<file path="config.mk">
export PLATFORM = sky130hd
export DESIGN_NAME = swdt_top
export DESIGN_NICKNAME = d
export VERILOG_FILES = /design/src/swdt_pkg.sv /design/src/swdt_tick_div.sv /design/src/swdt_top.sv
export VERILOG_INCLUDE_DIRS = /design/src
export SDC_FILE = /design/constraint.sdc
export NUM_CORES = 1
export LEC_CHECK = 0
export BUFFER_PORTS_ARGS = -buffer_cell sky130_fd_sc_hd__buf_4
export CORE_ASPECT_RATIO = 0.6
export CORE_MARGIN = 3
export CORE_UTILIZATION = 57
export DETAILED_ROUTE_END_ITERATION = 6
export PLACE_DENSITY = 0.81
export SYNTH_ARGS = -nofsm -noshare
export SYNTH_HDL_FRONTEND = slang
export SYNTH_SLANG_ARGS = --single-unit
</file>
<file path="constraint.sdc">
create_clock -name i_core_clk -period 5.3 [get_ports i_core_clk]
set_input_delay 1.06 -clock i_core_clk [delete_from_list [all_inputs] [get_ports i_core_clk]]
set_output_delay 1.06 -clock i_core_clk [all_outputs]
set_load 0.02 [all_outputs]
</file>
<file path="src/swdt_params.svh">
/*
 Constants for the software-stoppable watchdog: mode byte fields,
 service key, read-back value, period exponents and tick dividers.
 Assumes a 20 MHz core clock feeding every divider.
*/
`ifndef SWDT_PARAMS_SVH
`define SWDT_PARAMS_SVH

`define SWDT_CORE_KHZ 20000
`define SWDT_OSC_KHZ 480
`define SWDT_HS_KHZ 10000
`define SWDT_OSC_DIV ((`SWDT_CORE_KHZ + `SWDT_OSC_KHZ - 1) / `SWDT_OSC_KHZ)
`define SWDT_HS_DIV ((`SWDT_CORE_KHZ + `SWDT_HS_KHZ - 1) / `SWDT_HS_KHZ)
`define SWDT_DIV_W 6
`define SWDT_CNT_W 20
`define SWDT_LIM_W 21
`define SWDT_EXP_W 5
`define SWDT_SVC_KEY 8'hac
`define SWDT_SVC_READ 8'h9a
`define SWDT_CLK_HI_BIT 4
`define SWDT_CLK_LO_BIT 3
`define SWDT_PER_MSB 2
`define SWDT_PER_RESET 3'h7
`define SWDT_OSC_BASE_EXP 5'h0b
`define SWDT_HS_BASE_EXP 5'h0d

`endif

</file>
<file path="src/swdt_pkg.sv">
/*
 Types for the software-stoppable watchdog.
 Assumes swdt_params.svh sits in the same folder.
*/
`default_nettype none
package swdt_pkg;
   typedef enum {SWDT_RUN, SWDT_HOLD, SWDT_SETTLE} swdt_state_t;
   typedef enum {SWDT_CLK_OSC, SWDT_CLK_HS} swdt_clk_t;
endpackage
`default_nettype wire

</file>
<file path="src/swdt_tick_div.sv">
/*
 Divider that turns the core clock into a one-cycle enable pulse.
 Assumes DIV is at least 1 and fits in the counter width.
*/
`default_nettype none
`include "swdt_params.svh"
module swdt_tick_div #(
   parameter int DIV = 2
) (
   // Clock and reset
   input wire logic i_core_clk,
   input wire logic i_rst_n,
   // Tick out
   output logic o_tick
);
   localparam logic [`SWDT_DIV_W-1:0] LAST = `SWDT_DIV_W'(DIV - 1);
   logic [`SWDT_DIV_W-1:0] cnt_q;

   always_ff @(posedge i_core_clk) begin
      if (!i_rst_n) begin
         cnt_q <= '0;
      end else if (cnt_q == LAST) begin
         cnt_q <= '0;
      end else begin
         cnt_q <= cnt_q + `SWDT_DIV_W'(1);
      end
   end

   assign o_tick = (cnt_q == LAST);
endmodule // swdt_tick_div
`default_nettype wire

</file>
<file path="src/swdt_top.sv">
/*
 Watchdog timer whose count clock is the internal oscillator or the
 high-speed clock, with HALT/STOP suspension and settle wait.
 Assumes all inputs come from CPU-side logic on i_core_clk; writes are
 one-cycle strobes.
*/
`default_nettype none
`include "swdt_params.svh"
module swdt_top
   import swdt_pkg::*;
(
   // Clock and reset
   input wire logic i_core_clk,
   input wire logic i_rst_n,
   // Mode register write
   input wire logic i_mode_wr,
   input wire logic [7:0] i_mode_wdata,
   // Service register access
   input wire logic i_svc_wr,
   input wire logic i_svc_bit_access,
   input wire logic [7:0] i_svc_wdata,
   output logic [7:0] o_svc_rdata,
   // Power modes and clocks
   input wire logic i_halt,
   input wire logic i_stop,
   input wire logic i_cpu_clk_hs,
   input wire logic i_osc_settled,
   // Status
   output logic o_wdt_reset,
   output logic o_counting,
   output logic o_stopped,
   output logic [`SWDT_CNT_W-1:0] o_count
);
   logic osc_tick;
   logic hs_tick;
   logic mode_written_q;
   logic stopped_q;
   swdt_clk_t clk_sel_q;
   logic [`SWDT_PER_MSB:0] period_q;
   swdt_state_t state_q;
   logic wait_cpu_osc_q;
   logic stop_seen_q;
   logic fault_pend_q;
   logic [`SWDT_CNT_W-1:0] cnt_q;
   logic rst_q;
   logic tick;
   logic cnt_en;
   logic [`SWDT_EXP_W-1:0] exp_w;
   logic [`SWDT_LIM_W-1:0] lim_w;
   logic overflow;
   logic key_ok;
   logic fault;
   logic fault_now;

   // Count clock enables
   swdt_tick_div #(.DIV(`SWDT_OSC_DIV)) u_osc_div (
      .i_core_clk(i_core_clk),
      .i_rst_n(i_rst_n),
      .o_tick(osc_tick)
   );
   swdt_tick_div #(.DIV(`SWDT_HS_DIV)) u_hs_div (
      .i_core_clk(i_core_clk),
      .i_rst_n(i_rst_n),
      .o_tick(hs_tick)
   );

   // Mode register, write-once; bits 7:5 are not stored
   always_ff @(posedge i_core_clk) begin
      if (!i_rst_n) begin
         mode_written_q <= 1'b0;
         stopped_q <= 1'b0;
         clk_sel_q <= SWDT_CLK_OSC;
         period_q <= `SWDT_PER_RESET;
      end else if (i_mode_wr && !mode_written_q && !stopped_q) begin
         mode_written_q <= 1'b1;
         stopped_q <= i_mode_wdata[`SWDT_CLK_HI_BIT];
         clk_sel_q <= i_mode_wdata[`SWDT_CLK_LO_BIT] ? SWDT_CLK_HS : SWDT_CLK_OSC;
         period_q <= i_mode_wdata[`SWDT_PER_MSB:0];
      end else if (i_mode_wr) begin
         mode_written_q <= 1'b1;
      end
   end

   // Power-mode sequencing
   always_ff @(posedge i_core_clk) begin
      if (!i_rst_n) begin
         state_q <= SWDT_RUN;
         wait_cpu_osc_q <= 1'b0;
         stop_seen_q <= 1'b0;
      end else begin
         case (state_q)
            SWDT_RUN: begin
               if (i_halt || i_stop) begin
                  state_q <= SWDT_HOLD;
                  wait_cpu_osc_q <= !i_cpu_clk_hs;
                  stop_seen_q <= i_stop;
               end
            end
            SWDT_HOLD: begin
               if (i_stop) begin
                  wait_cpu_osc_q <= !i_cpu_clk_hs;
                  stop_seen_q <= 1'b1;
               end
               if (!i_halt && !i_stop) begin
                  // Only an exit with high-speed counting after a STOP since the last RUN waits; a HALT entered from RUN never does
                  if (clk_sel_q == SWDT_CLK_HS && stop_seen_q && !i_osc_settled
                     && !(wait_cpu_osc_q && i_cpu_clk_hs)) begin
                     state_q <= SWDT_SETTLE;
                  end else begin
                     state_q <= SWDT_RUN;
                  end
               end
            end
            SWDT_SETTLE: begin
               if (i_halt || i_stop) begin
                  state_q <= SWDT_HOLD;
               end else if (i_osc_settled || (wait_cpu_osc_q && i_cpu_clk_hs)) begin
                  state_q <= SWDT_RUN;
               end
            end
            default: begin
               state_q <= SWDT_RUN;
            end
         endcase
      end
   end

   // Count enable and period
   assign tick = (clk_sel_q == SWDT_CLK_HS) ? hs_tick : osc_tick;
   assign cnt_en = tick && !stopped_q && state_q == SWDT_RUN && !i_halt && !i_stop;
   assign exp_w = ((clk_sel_q == SWDT_CLK_HS) ? `SWDT_HS_BASE_EXP : `SWDT_OSC_BASE_EXP)
      + `SWDT_EXP_W'(period_q);
   assign lim_w = (`SWDT_LIM_W'(1) << exp_w) - `SWDT_LIM_W'(1);
   // A correct-key service write or a mode write in the same cycle wins over the overflow
   assign overflow = cnt_en && !i_mode_wr && !key_ok && (cnt_q == lim_w[`SWDT_CNT_W-1:0]);

   // Fault decode
   assign key_ok = i_svc_wr && !i_svc_bit_access && i_svc_wdata == `SWDT_SVC_KEY;
   assign fault = !stopped_q && ((i_mode_wr && mode_written_q)
      || (i_svc_wr && !key_ok));
   // Faults while suspended wait for the count clock to come back
   assign fault_now = state_q == SWDT_RUN && !i_halt && !i_stop;

   always_ff @(posedge i_core_clk) begin
      if (!i_rst_n) begin
         fault_pend_q <= 1'b0;
      end else if (fault && !fault_now) begin
         fault_pend_q <= 1'b1;
      end else if (fault_now || stopped_q) begin
         fault_pend_q <= 1'b0;
      end
   end

   // Counter
   always_ff @(posedge i_core_clk) begin
      if (!i_rst_n) begin
         cnt_q <= '0;
      end else if (i_mode_wr) begin
         cnt_q <= '0;
      end else if (key_ok) begin
         cnt_q <= '0;
      end else if (overflow) begin
         cnt_q <= '0;
      end else if (cnt_en) begin
         cnt_q <= cnt_q + `SWDT_CNT_W'(1);
      end
   end

   // Internal reset pulse
   always_ff @(posedge i_core_clk) begin
      if (!i_rst_n) begin
         rst_q <= 1'b0;
      end else begin
         rst_q <= overflow || (fault && fault_now) || (fault_pend_q && fault_now && !stopped_q);
      end
   end

   assign o_wdt_reset = rst_q;
   assign o_svc_rdata = `SWDT_SVC_READ;
   assign o_counting = !stopped_q && state_q == SWDT_RUN;
   assign o_stopped = stopped_q;
   assign o_count = cnt_q;
endmodule // swdt_top
`default_nettype wire

</file>
Word level (Yosys, flattened, before mapping)
Cells that the tools add are included.
- add/subtract/negate cells: 5
- eq/ne operators: 11
- shift-type cells: 1
- multiplexer cells: 19
- bitwise logic cells: 1
- reduce and logical (&&, ||, !) cells: 53
- operators with widths (kind ; count):
    two-way mux 32 bit ; 4
    case mux 32 bit (3 select lines) ; 1
    equality test 32 x 2 -> 1 bit (second input constant) ; 2
    zero test 32 bit ; 2
    equality test 32 x 1 -> 1 bit (second input constant) ; 1
    logical AND 1 bit ; 26
    adder 20 x 1 -> 20 bit (second input constant) ; 1
    equality test 20 bit ; 1
    << shifter 1 x 5 -> 20 bit (first input constant) ; 1
    subtractor 20 x 2 -> 20 bit (second input constant) ; 1
    adder 6 x 1 -> 6 bit (second input constant) ; 2
    zero test 1 bit ; 11
    two-way mux 1 bit ; 10
    equality test 8 bit (second input constant) ; 1
    equality test 6 x 1 -> 1 bit (second input constant) ; 1
    equality test 6 bit (second input constant) ; 1
    logical OR 1 bit ; 6
    inequality test 2 bit (second input constant) ; 3
    AND reduction 3 bit ; 2
    nonzero test 2 bit ; 3
    adder 4 x 3 -> 5 bit ; 1
    case mux 1 bit (2 select lines) ; 2
    OR reduction 2 bit ; 2
    OR reduction 4 bit ; 1
    other kinds (4) ; 4
- bits in registers: 105
- bits of input ports: 25
- output and inout bits: 31
- word-level logic and storage cells: 102

Logic depth before layout (Yosys ltp)
Gate-level depths: netlist of run 1.
- depth in word-level cells: 11
- mapped depth: 21
- gate-level depth less buffers: 17

Hierarchy
From an unflattened synthesis of run 1, not the netlist that was laid out.
- cells, all modules: 402
- area total of the unflattened synthesis: 3243.1 um^2
- modules (own cells, without submodules) (module ; times used ; cells each ; area each (um^2) ; seq. area each (um^2)):
    swdt_top ; 1 ; 347 ; 2692.6 ; 640.6
    swdt_tick_div at u_osc_div ; 1 ; 28 ; 276.5 ; 120.1
    swdt_tick_div at u_hs_div ; 1 ; 27 ; 274.0 ; 120.1

Worst setup path before layout of run 1
No wires, ideal clock.
- path kind: register -> register
- start: reg clk_sel_q[0]
- end: reg cnt_q[5] (netlist: o_count[5])
- library setup time: 0.116 ns
- arrival time: 4.423 ns
- data required time: 5.184 ns
- slack: 0.761 ns
- cell stages (with the launch flop): 20
- buffers on the path: 3
- period minus slack after synthesis: 4.539 ns
- cells stage by stage: dfxtp_1 inv_2 ha_1 clkbuf_1 nand2_1 nand2b_1 fa_1 or2_0 buf_2 nor3_1 nand2_1 ha_1 xnor2_1 xnor2_1 or4_4 a2111oi_4 nand4_2 o311ai_4 buf_6 nor2_2
- word-level cells in the longest chain between the ends: 10
- elaborated cells between the ends (all ways): 15
- those cells by class: add/sub (2); eq/ne (2); shift (1); mux (2); reduce/logical (8)
- RTL lines (what ; line ; source):
    start: declaration ; swdt_top.sv:38 ; swdt_clk_t clk_sel_q;
    start signal: assignment ; swdt_top.sv:77 ; clk_sel_q <= i_mode_wdata[`SWDT_CLK_LO_BIT] ? SWDT_CLK_HS : SWDT_CLK_OSC;
    equality test 32 x 2 -> 1 bit * ; swdt_top.sv:129, swdt_top.sv:131 ;
    branches (longest 9 deep; another with subtractor 20 x 2 -> 20 bit) ; n/a ;
    end signal: assignment ; swdt_top.sv:165 ; cnt_q <= cnt_q + `SWDT_CNT_W'(1);
    end: declaration ; swdt_top.sv:44 ; logic [`SWDT_CNT_W-1:0] cnt_q;
Mark *: on every way between the ends.
A chain may end at the register's enable or synchronous reset.

Worst setup path in the final report of run 1
- start: reg clk_sel_q[0]
- end: reg cnt_q[7] (netlist: o_count[7])
Same word-level chain as after synthesis.

==> tab_implementation.tex, run 1 <==
\begin{tabular}{lr}
\hline
Metric & Value \\
\hline
\multicolumn{2}{l}{\textbf{Timing}} \\
Setup repair after global routing missed its margin & false \\
Final critical delay including setup and external delays & 4.61 ns \\
Transition time of the tightest slew-check pin & 0.826 ns \\
Final clock period utilization by the worst path & 87.0\% \\
Final setup vio count & 0 \\
Achievable frequency & 0.217 GHz \\
Fin Setup TNS & 0 ns \\
Final hold violations & 0 \\
Worst slew margin relative to its limit & 44.8\% \\
Count of final max-slew check failures & 0 \\
Largest clock skew in the final design & 0.00672 ns \\
\multicolumn{2}{l}{\textbf{Setup path}} \\
Cell with the largest stage delay on the worst path & sky130\_fd\_sc\_hd\_\_fa\_1 \\
Startpoint Class & flop \\
Cell breakdown of the critical path & inv\_2, ha\_1, nand2\_1, nand2b\_1, fa\_1, or2\_0, nor3\_1, nand2\_1, ha\_1, xnor2\_1, xnor2\_1, or4\_4, a2111oi\_4, nand4\_2, o311ai\_4, buf\_4, nor2\_2 \\
CP Data Arrival Time & 4.81 ns \\
Stage delay of the slowest cell on the critical path & 0.45 ns \\
Worst setup EP type & flop \\
Max Fanout on Critical Path & 20 \\
Crit Path Class & flop to flop \\
Required time of the critical path & 5.50 ns \\
\multicolumn{2}{l}{\textbf{Yosys}} \\
Post-synth top area cell & sky130\_fd\_sc\_hd\_\_dfxtp\_1 \\
Largest family of logic cells by synthesized area & simple AND/OR/NAND/NOR gates \\
Syn\_area\_per\_cell & 7.94 sq um \\
Unique masters post-synth & 75 \\
Share of flip-flops with an asynchronous set or reset after synthesis & 0\% \\
Area fraction in and, or, nand and nor cells after synthesis & 32.3\% \\
Multiplexer fraction of the synthesized cell area & 1.82\% \\
Top area cells in the synthesized netlist & sky130\_fd\_sc\_hd\_\_dfxtp\_1 (27\%), sky130\_fd\_sc\_hd\_\_xnor2\_1 (7.4\%), sky130\_fd\_sc\_hd\_\_nor2\_1 (4.3\%), sky130\_fd\_sc\_hd\_\_nor2\_2 (4.0\%), sky130\_fd\_sc\_hd\_\_nand3\_1 (3.3\%) \\
Share of synthesized area occupied by flip-flops and latches & 26.7\% \\
Post-synth top cells & sky130\_fd\_sc\_hd\_\_dfxtp\_1 (44), sky130\_fd\_sc\_hd\_\_nor2\_1 (38), sky130\_fd\_sc\_hd\_\_xnor2\_1 (28) \\
Parity-gate share of the synthesized area counting xor and xnor cells & 10.2\% \\
Number of flops mapped to enable cells by yosys & 0 \\
Most common flop cell mapped by yosys & sky130\_fd\_sc\_hd\_\_dfxtp\_1 \\
Synth Area in Adders & 3.64\% \\
Post-Synthesis Cells & 415 \\
Synthesized area & 3300 sq um \\
Top-area cell type share of the netlist area & 26.7\% \\
Yosys reg bits & 44 \\
Most numerous cell in the Yosys netlist & sky130\_fd\_sc\_hd\_\_dfxtp\_1 \\
Synth warn & 0 \\
Synthesized-area fraction occupied by ao, oa, aoi and oai cells & 18.0\% \\
\multicolumn{2}{l}{\textbf{Clock network}} \\
Number of hold-repair buffers added at the cts stage & 0 \\
Clock tree root buffer cell & sky130\_fd\_sc\_hd\_\_clkbuf\_8 \\
Clock tree from TritonCTS & yes \\
Post-CTS setup buffer count & 0 \\
Maximum clock path buffer count & 2 \\
CTS buffer count & 5 \\
Cts repair resizes & 0 \\
Clk sinks & 44 \\
H-Tree Depth & 2 \\
Worst-Skew Late Latency & 0.31 ns \\
Clock transition at path regs & 0.09 ns \\
\multicolumn{2}{l}{\textbf{Job}} \\
Number of max-capacitance violations reported & 0 \\
\multicolumn{2}{l}{\textbf{Global routing}} \\
First-pass GRT wire length & 14.2 mm \\
Via count of the first global-routing pass & 2,819 \\
Pin count of the biggest net entering global routing & 28 \\
Remaining global-route overflow & 0 \\
GRT Util Overall & 26.0\% \\
Antenna violations before repair & 0 \\
\multicolumn{2}{l}{\textbf{Routing}} \\
Top layer in use & met4 \\
Post-detailed-route DRC marker count & 0 \\
Via/cell ratio & 6.06 \\
Total Wirelength & 8.57 mm \\
Pre-antenna DRT Iters & 7 \\
DR WL/cell & 16.3 um \\
Total number of vias & 3,178 \\
Met1 WL & 4.13 mm \\
Routed length on met3 & 967 um \\
Detailed router's first-iteration violation count & 326 \\
Met2 wire len & 3.39 mm \\
Remaining antenna violation count after routing & 0 \\
\multicolumn{2}{l}{\textbf{Final layout}} \\
Ratio of cells with drive above 1 in the final layout & 21.0\% \\
Diodes inserted & 0 \\
Post-route non-filler standard cell count & 524 \\
Signed area change from the synthesized netlist to the final layout & 13.9\% \\
Number of nets in the final layout & 480 \\
\multicolumn{2}{l}{\textbf{Floorplanning}} \\
Chip Width & 104 um \\
DIE HEIGHT & 64.9 um \\
Overall die area & 6760 sq um \\
Number of rows in the core area & 20 \\
I/O pins & 56 \\
Initial Utilization & 62.1\% \\
Floorplan Core Area & 5310 sq um \\
\multicolumn{2}{l}{\textbf{Placement}} \\
Placed insts & 516 \\
Half-perimeter wire length of the detailed placement result & 6.43 mm \\
Count of port buffers added during placement & 44 \\
Routability-driven placement congestion ratio & 1.07 \\
\multicolumn{2}{l}{\textbf{Pwr}} \\
Cell Pwr Density & 243 nW/um\^{}2 \\
IR Drop Worst-Case VDD & 0.135 mV \\
Lkg Pwr & 0.00139 uW \\
\multicolumn{2}{l}{\textbf{Min path}} \\
Worst hold-check path type & flop to flop \\
\multicolumn{2}{l}{\textbf{Status}} \\
Status & finished clean \\
\hline
\end{tabular}
[critical path, delay by kind of cell (launching register included)]
kind	cells	cell delay, ns
and+or+nand+nor	8	1.72
buffers and inverters	2	0.43
DFF	1	0.35
xor gates and xnor gates	2	0.31
adders and majority gates	3	1.08
AOI/OAI and AO/OA	2	0.59
[placed cells by master (no fill, tap or decap), types with 9 or more instances in the layout]
master,instances
sky130_fd_sc_hd__nand2_1,27
sky130_fd_sc_hd__nand3_1,22
sky130_fd_sc_hd__nor4_1,9
sky130_fd_sc_hd__a21oi_1,11
sky130_fd_sc_hd__nor2_1,38
sky130_fd_sc_hd__buf_4,55
sky130_fd_sc_hd__nor2_2,21
sky130_fd_sc_hd__inv_1,9
sky130_fd_sc_hd__xnor2_1,28
sky130_fd_sc_hd__dfxtp_1,44
sky130_fd_sc_hd__nor3_1,14
sky130_fd_sc_hd__o21ai_0,9
[area by class of cell]
type | count | area, sq um
clock inverters | 2 | 38.8
flip-flops and latches | 44 | 881
multi-input cells | 330 | 2210
repair buffers | 55 | 413
inverters | 10 | 37.5
clock buffers | 6 | 82.6
well taps | 77 | 96.3
fillers | 459 | 1550
[final timing paths]
| kind | startpoint | endpoint | cells after the start | slack (ns) |
|---|---|---|---|---|
| min reg2reg | u_hs_div.cnt_q[0] | u_hs_div.cnt_q[0] | 1 | 0.47 |
| min | u_hs_div.cnt_q[0] | u_hs_div.cnt_q[0] | 1 | 0.47 |
| max reg2reg | clk_sel_q[0] | o_count[7] | 17 | 0.69 |
| max | clk_sel_q[0] | o_count[7] | 17 | 0.69 |
[logic make-up (layout without fill, tap and decap cells)]
kind of cell             after synthesis  in the layout
flip-flops                            44             44
XOR/XNOR                              37             37
AO/OA/AOI/OAI                         77             77
AND/OR/NAND/NOR                      193            193
multiplexers                           6              6
adder cells (fa/ha/maj)                9              9
buffers and inverters                 47             73
other                                  2              8
[power breakdown]
part,switching (uW),internal [uW],total (uW)
Combinational,173,107,280
Sequential,9.25,341,350
Clock,128,154,283
Total,310,602,912
[metrics by stage]
step / utilization (%) / area, sq um / setup slack [ns] / hold WS (ns) / power (uW)
detailed placement: 68.5 / 3630 / 0.749 / 0.457 / 628
floorplan: - / 3320 / 0.761 / 0.430 / 560
finish: 70.8 / 3750 / 0.691 / 0.470 / 912
global route: 70.8 / 3750 / 0.436 / 0.491 / 956
CTS: 70.8 / 3750 / 0.730 / 0.476 / 906
global placement: 68.5 / 3630 / 0.821 / 0.447 / 626
[sequential cells by signal (all words and copies together) (netlist names)]
name and flops:
o_count 20, u_hs_div.cnt_q 6, u_osc_div.cnt_q 6, period_q 3
state_q 2, clk_sel_q 1, fault_pend_q 1, mode_written_q 1
o_stopped 1, o_wdt_reset 1, stop_seen_q 1, wait_cpu_osc_q 1
[per-layer routing]
metal,GRT usage (%),up-vias
li1,-,1531
met1,38.4,1463
met2,37.0,166
met3,8.26,18
met4,4.48,0
met5,0,-
Power figures use the tool's default switching activity.
==> run 2: changes to the inputs <==
Settings changed: CORE_ASPECT_RATIO 0.6 to 2.
==> run 2 against run 1 <==
Effect of this change: critical path depth did not move; clock skew up 0.0021 ns; total power fell by 7.3%; maximum frequency fell by 5.5%; non-clock buffer count decreased by 3; register-to-register slack worse by 0.27 ns; clock power down 22%; routed wire length is 5.8% higher; critical path type unchanged; largest cell class unchanged.
==> tab_implementation.tex, run 2 (same netlist as run 1, synthesis figures left out) <==
\begin{tabular}{lr}
\hline
Metric & Value \\
\hline
\multicolumn{2}{l}{\textbf{Setup path}} \\
Worst R2R Path Depth & 17 (unchanged) \\
Endpoint of the most critical setup path & o\_count[18] \\
Max Fanout on Critical Path & 15 (-25\%) \\
Endpoint of the worst-slack reg-to-reg timing path & o\_count[18] \\
Critical path launch point & clk\_sel\_q[0] \\
Startpoint of the lowest-slack register-to-register path & clk\_sel\_q[0] \\
Crit Path Class & flop to flop \\
Worst setup slack for register-to-register paths & 0.42 ns (-0.27 ns) \\
Startpoint Class & flop \\
CP Data Arrival Time & 5.07 ns (+0.26 ns) \\
Required time of the critical path & 5.49 ns (about the same) \\
Worst setup EP type & flop \\
\multicolumn{2}{l}{\textbf{Clock network}} \\
Clk sinks & 44 (unchanged) \\
H-Tree Depth & 2 (unchanged) \\
Post-CTS setup buffer count & 0 (unchanged) \\
Clock tree from TritonCTS & yes \\
CTS buffer count & 5 (unchanged) \\
Number of hold-repair buffers added at the cts stage & 0 (unchanged) \\
Clock tree root buffer cell & sky130\_fd\_sc\_hd\_\_clkbuf\_8 \\
Clock transition at path regs & 0.08 ns (about the same) \\
Maximum clock path buffer count & 2 (unchanged) \\
Cts repair resizes & 0 (unchanged) \\
Worst-Skew Late Latency & 0.30 ns (about the same) \\
\multicolumn{2}{l}{\textbf{Global routing}} \\
Remaining global-route overflow & 0 (unchanged) \\
Antenna violations before repair & 0 (unchanged) \\
Via count of the first global-routing pass & 3,166 (+12\%) \\
First-pass GRT wire length & 14.9 mm (+4.9\%) \\
GRT Util Overall & 28.4\% (+2.5 points) \\
Pin count of the biggest net entering global routing & 28 (unchanged) \\
\multicolumn{2}{l}{\textbf{Min path}} \\
Hold path depth & 1 (unchanged) \\
Worst hold-check path type & flop to flop \\
\multicolumn{2}{l}{\textbf{Placement}} \\
Count of port buffers added during placement & 44 (unchanged) \\
Placed insts & 496 (-3.9\%) \\
Routability-driven placement congestion ratio & 0.982 (-8.2\%) \\
Half-perimeter wire length of the detailed placement result & 6.81 mm (+5.9\%) \\
\multicolumn{2}{l}{\textbf{Routing}} \\
Total number of vias & 3,244 (+2.1\%) \\
Met2 wire len & 4.88 mm (+44\%) \\
Total Wirelength & 9.07 mm (+5.8\%) \\
Remaining antenna violation count after routing & 0 (unchanged) \\
Met1 WL & 3.10 mm (-25\%) \\
Top layer in use & met4 \\
Detailed router's first-iteration violation count & 172 (-47\%) \\
Pre-antenna DRT Iters & 5 (-2) \\
Via/cell ratio & 6.44 (+6.1\%) \\
Post-detailed-route DRC marker count & 0 (unchanged) \\
Routed length on met3 & 508 um (-47\%) \\
DR WL/cell & 18.0 um (+10\%) \\
\multicolumn{2}{l}{\textbf{Floorplanning}} \\
Floorplan Core Area & 5520 sq um (+4.0\%) \\
Chip Width & 59.8 um (-43\%) \\
Initial Utilization & 59.8\% (-2.4 points) \\
Number of rows in the core area & 38 (+90\%) \\
Overall die area & 6790 sq um (+0.37\%) \\
I/O pins & 56 (unchanged) \\
DIE HEIGHT & 114 um (+75\%) \\
\multicolumn{2}{l}{\textbf{Timing}} \\
Worst slew margin relative to its limit & 24.4\% (-20 points) \\
Fin Setup TNS & 0 ns (unchanged) \\
Final hold violations & 0 (unchanged) \\
Achievable frequency & 0.205 GHz (-5.5\%) \\
Final setup vio count & 0 (unchanged) \\
Final critical delay including setup and external delays & 4.88 ns (+0.268 ns) \\
Largest clock skew in the final design & 0.00885 ns (+0.00213 ns) \\
Transition time of the tightest slew-check pin & 1.13 ns (+0.306 ns) \\
Count of final max-slew check failures & 0 (unchanged) \\
Setup repair after global routing missed its margin & false \\
Final clock period utilization by the worst path & 92.0\% (+5.1 points) \\
\multicolumn{2}{l}{\textbf{Final layout}} \\
Most common cell after layout, fill and taps aside & sky130\_fd\_sc\_hd\_\_buf\_4 \\
Number of nets in the final layout & 477 (-0.63\%) \\
Diodes inserted & 0 (unchanged) \\
Flip-flop count of the largest register, all copies and words added & 20 (unchanged) \\
Post-route non-filler standard cell count & 504 (-3.8\%) \\
Most frequent cells in the layout & sky130\_fd\_sc\_hd\_\_buf\_4 (52), sky130\_fd\_sc\_hd\_\_dfxtp\_1 (44), sky130\_fd\_sc\_hd\_\_nor2\_1 (38) \\
Signed area change from the synthesized netlist to the final layout & 11.6\% \\
Ratio of cells with drive above 1 in the final layout & 20.0\% (-0.98 points) \\
\multicolumn{2}{l}{\textbf{Pwr}} \\
IR Drop Worst-Case VDD & 0.273 mV (+100\%) \\
Lkg Pwr & 0.00136 uW (-2.3\%) \\
Cell Pwr Density & 230 nW/um\^{}2 (-5.4\%) \\
\multicolumn{2}{l}{\textbf{Status}} \\
Status & finished clean \\
\multicolumn{2}{l}{\textbf{Job}} \\
Number of max-capacitance violations reported & 0 (unchanged) \\
\hline
\end{tabular}
[run 2: cell type report]
type	instances	area, sq um
clock buffer	8	90.1
sequential	44	881
inverter	10	37.5
multi-input combinational	330	2210
timing repair buffer	52	390
tap	60	75.1
fill	495	1840
[run 2: worst max-delay path, cell delays in order, from the launching register on]
cell and delay, ns:
sky130_fd_sc_hd__dfxtp_1 0.53, sky130_fd_sc_hd__inv_2 0.11, sky130_fd_sc_hd__ha_1 0.33, sky130_fd_sc_hd__nand2_1 0.23, sky130_fd_sc_hd__nand2b_1 0.11, sky130_fd_sc_hd__fa_1 0.45, sky130_fd_sc_hd__or2_0 0.26, sky130_fd_sc_hd__nor3_1 0.37
sky130_fd_sc_hd__nand2_1 0.10, sky130_fd_sc_hd__ha_1 0.30, sky130_fd_sc_hd__xnor2_1 0.18, sky130_fd_sc_hd__xnor2_1 0.13, sky130_fd_sc_hd__or4_4 0.46, sky130_fd_sc_hd__a2111oi_4 0.36, sky130_fd_sc_hd__nand4_2 0.18, sky130_fd_sc_hd__o311ai_4 0.26
sky130_fd_sc_hd__buf_4 0.32, sky130_fd_sc_hd__nor2_2 0.07
[run 2: power breakdown]
| group | internal, uW | switching [uW] |
|---|---|---|
| logic | 103 | 171 |
| clock network | 106 | 115 |
| registers | 341 | 10.3 |
[run 2: worst min path at each step]
stage | from | end | slack [ns]
6_report | u_osc_div.cnt_q[0] | u_osc_div.cnt_q[0] | 0.47
5_1_grt | u_osc_div.cnt_q[0] | u_osc_div.cnt_q[0] | 0.50
4_1_cts | u_osc_div.cnt_q[0] | u_osc_div.cnt_q[0] | 0.48
3_5_place_dp | u_osc_div.cnt_q[0] | u_osc_div.cnt_q[0] | 0.46
3_3_place_gp | u_osc_div.cnt_q[0] | u_osc_div.cnt_q[0] | 0.45
2_1_floorplan | u_osc_div.cnt_q[0] | u_osc_div.cnt_q[0] | 0.43
[run 2: per-stage QoR]
step | power (uW) | util [%] | setup slack (ns) | instance area [sq um] | hold WS [ns]
finish | 845 | 66.7 | 0.422 | 3680 | 0.467
global route | 887 | 66.7 | 0.177 | 3680 | 0.503
CTS | 841 | 66.7 | 0.459 | 3680 | 0.479
detailed placement | 625 | 65.1 | 0.499 | 3590 | 0.461
global placement | 621 | 65.1 | 0.539 | 3590 | 0.446
floorplan | 560 | - | 0.761 | 3320 | 0.430
[run 2: routing by layer]
layer	track usage (%)	up-vias
met2	49.6	138
met1	29.1	1533
li1	-	1531
met3	5.66	42
met4	18.5	0
met5	0	-
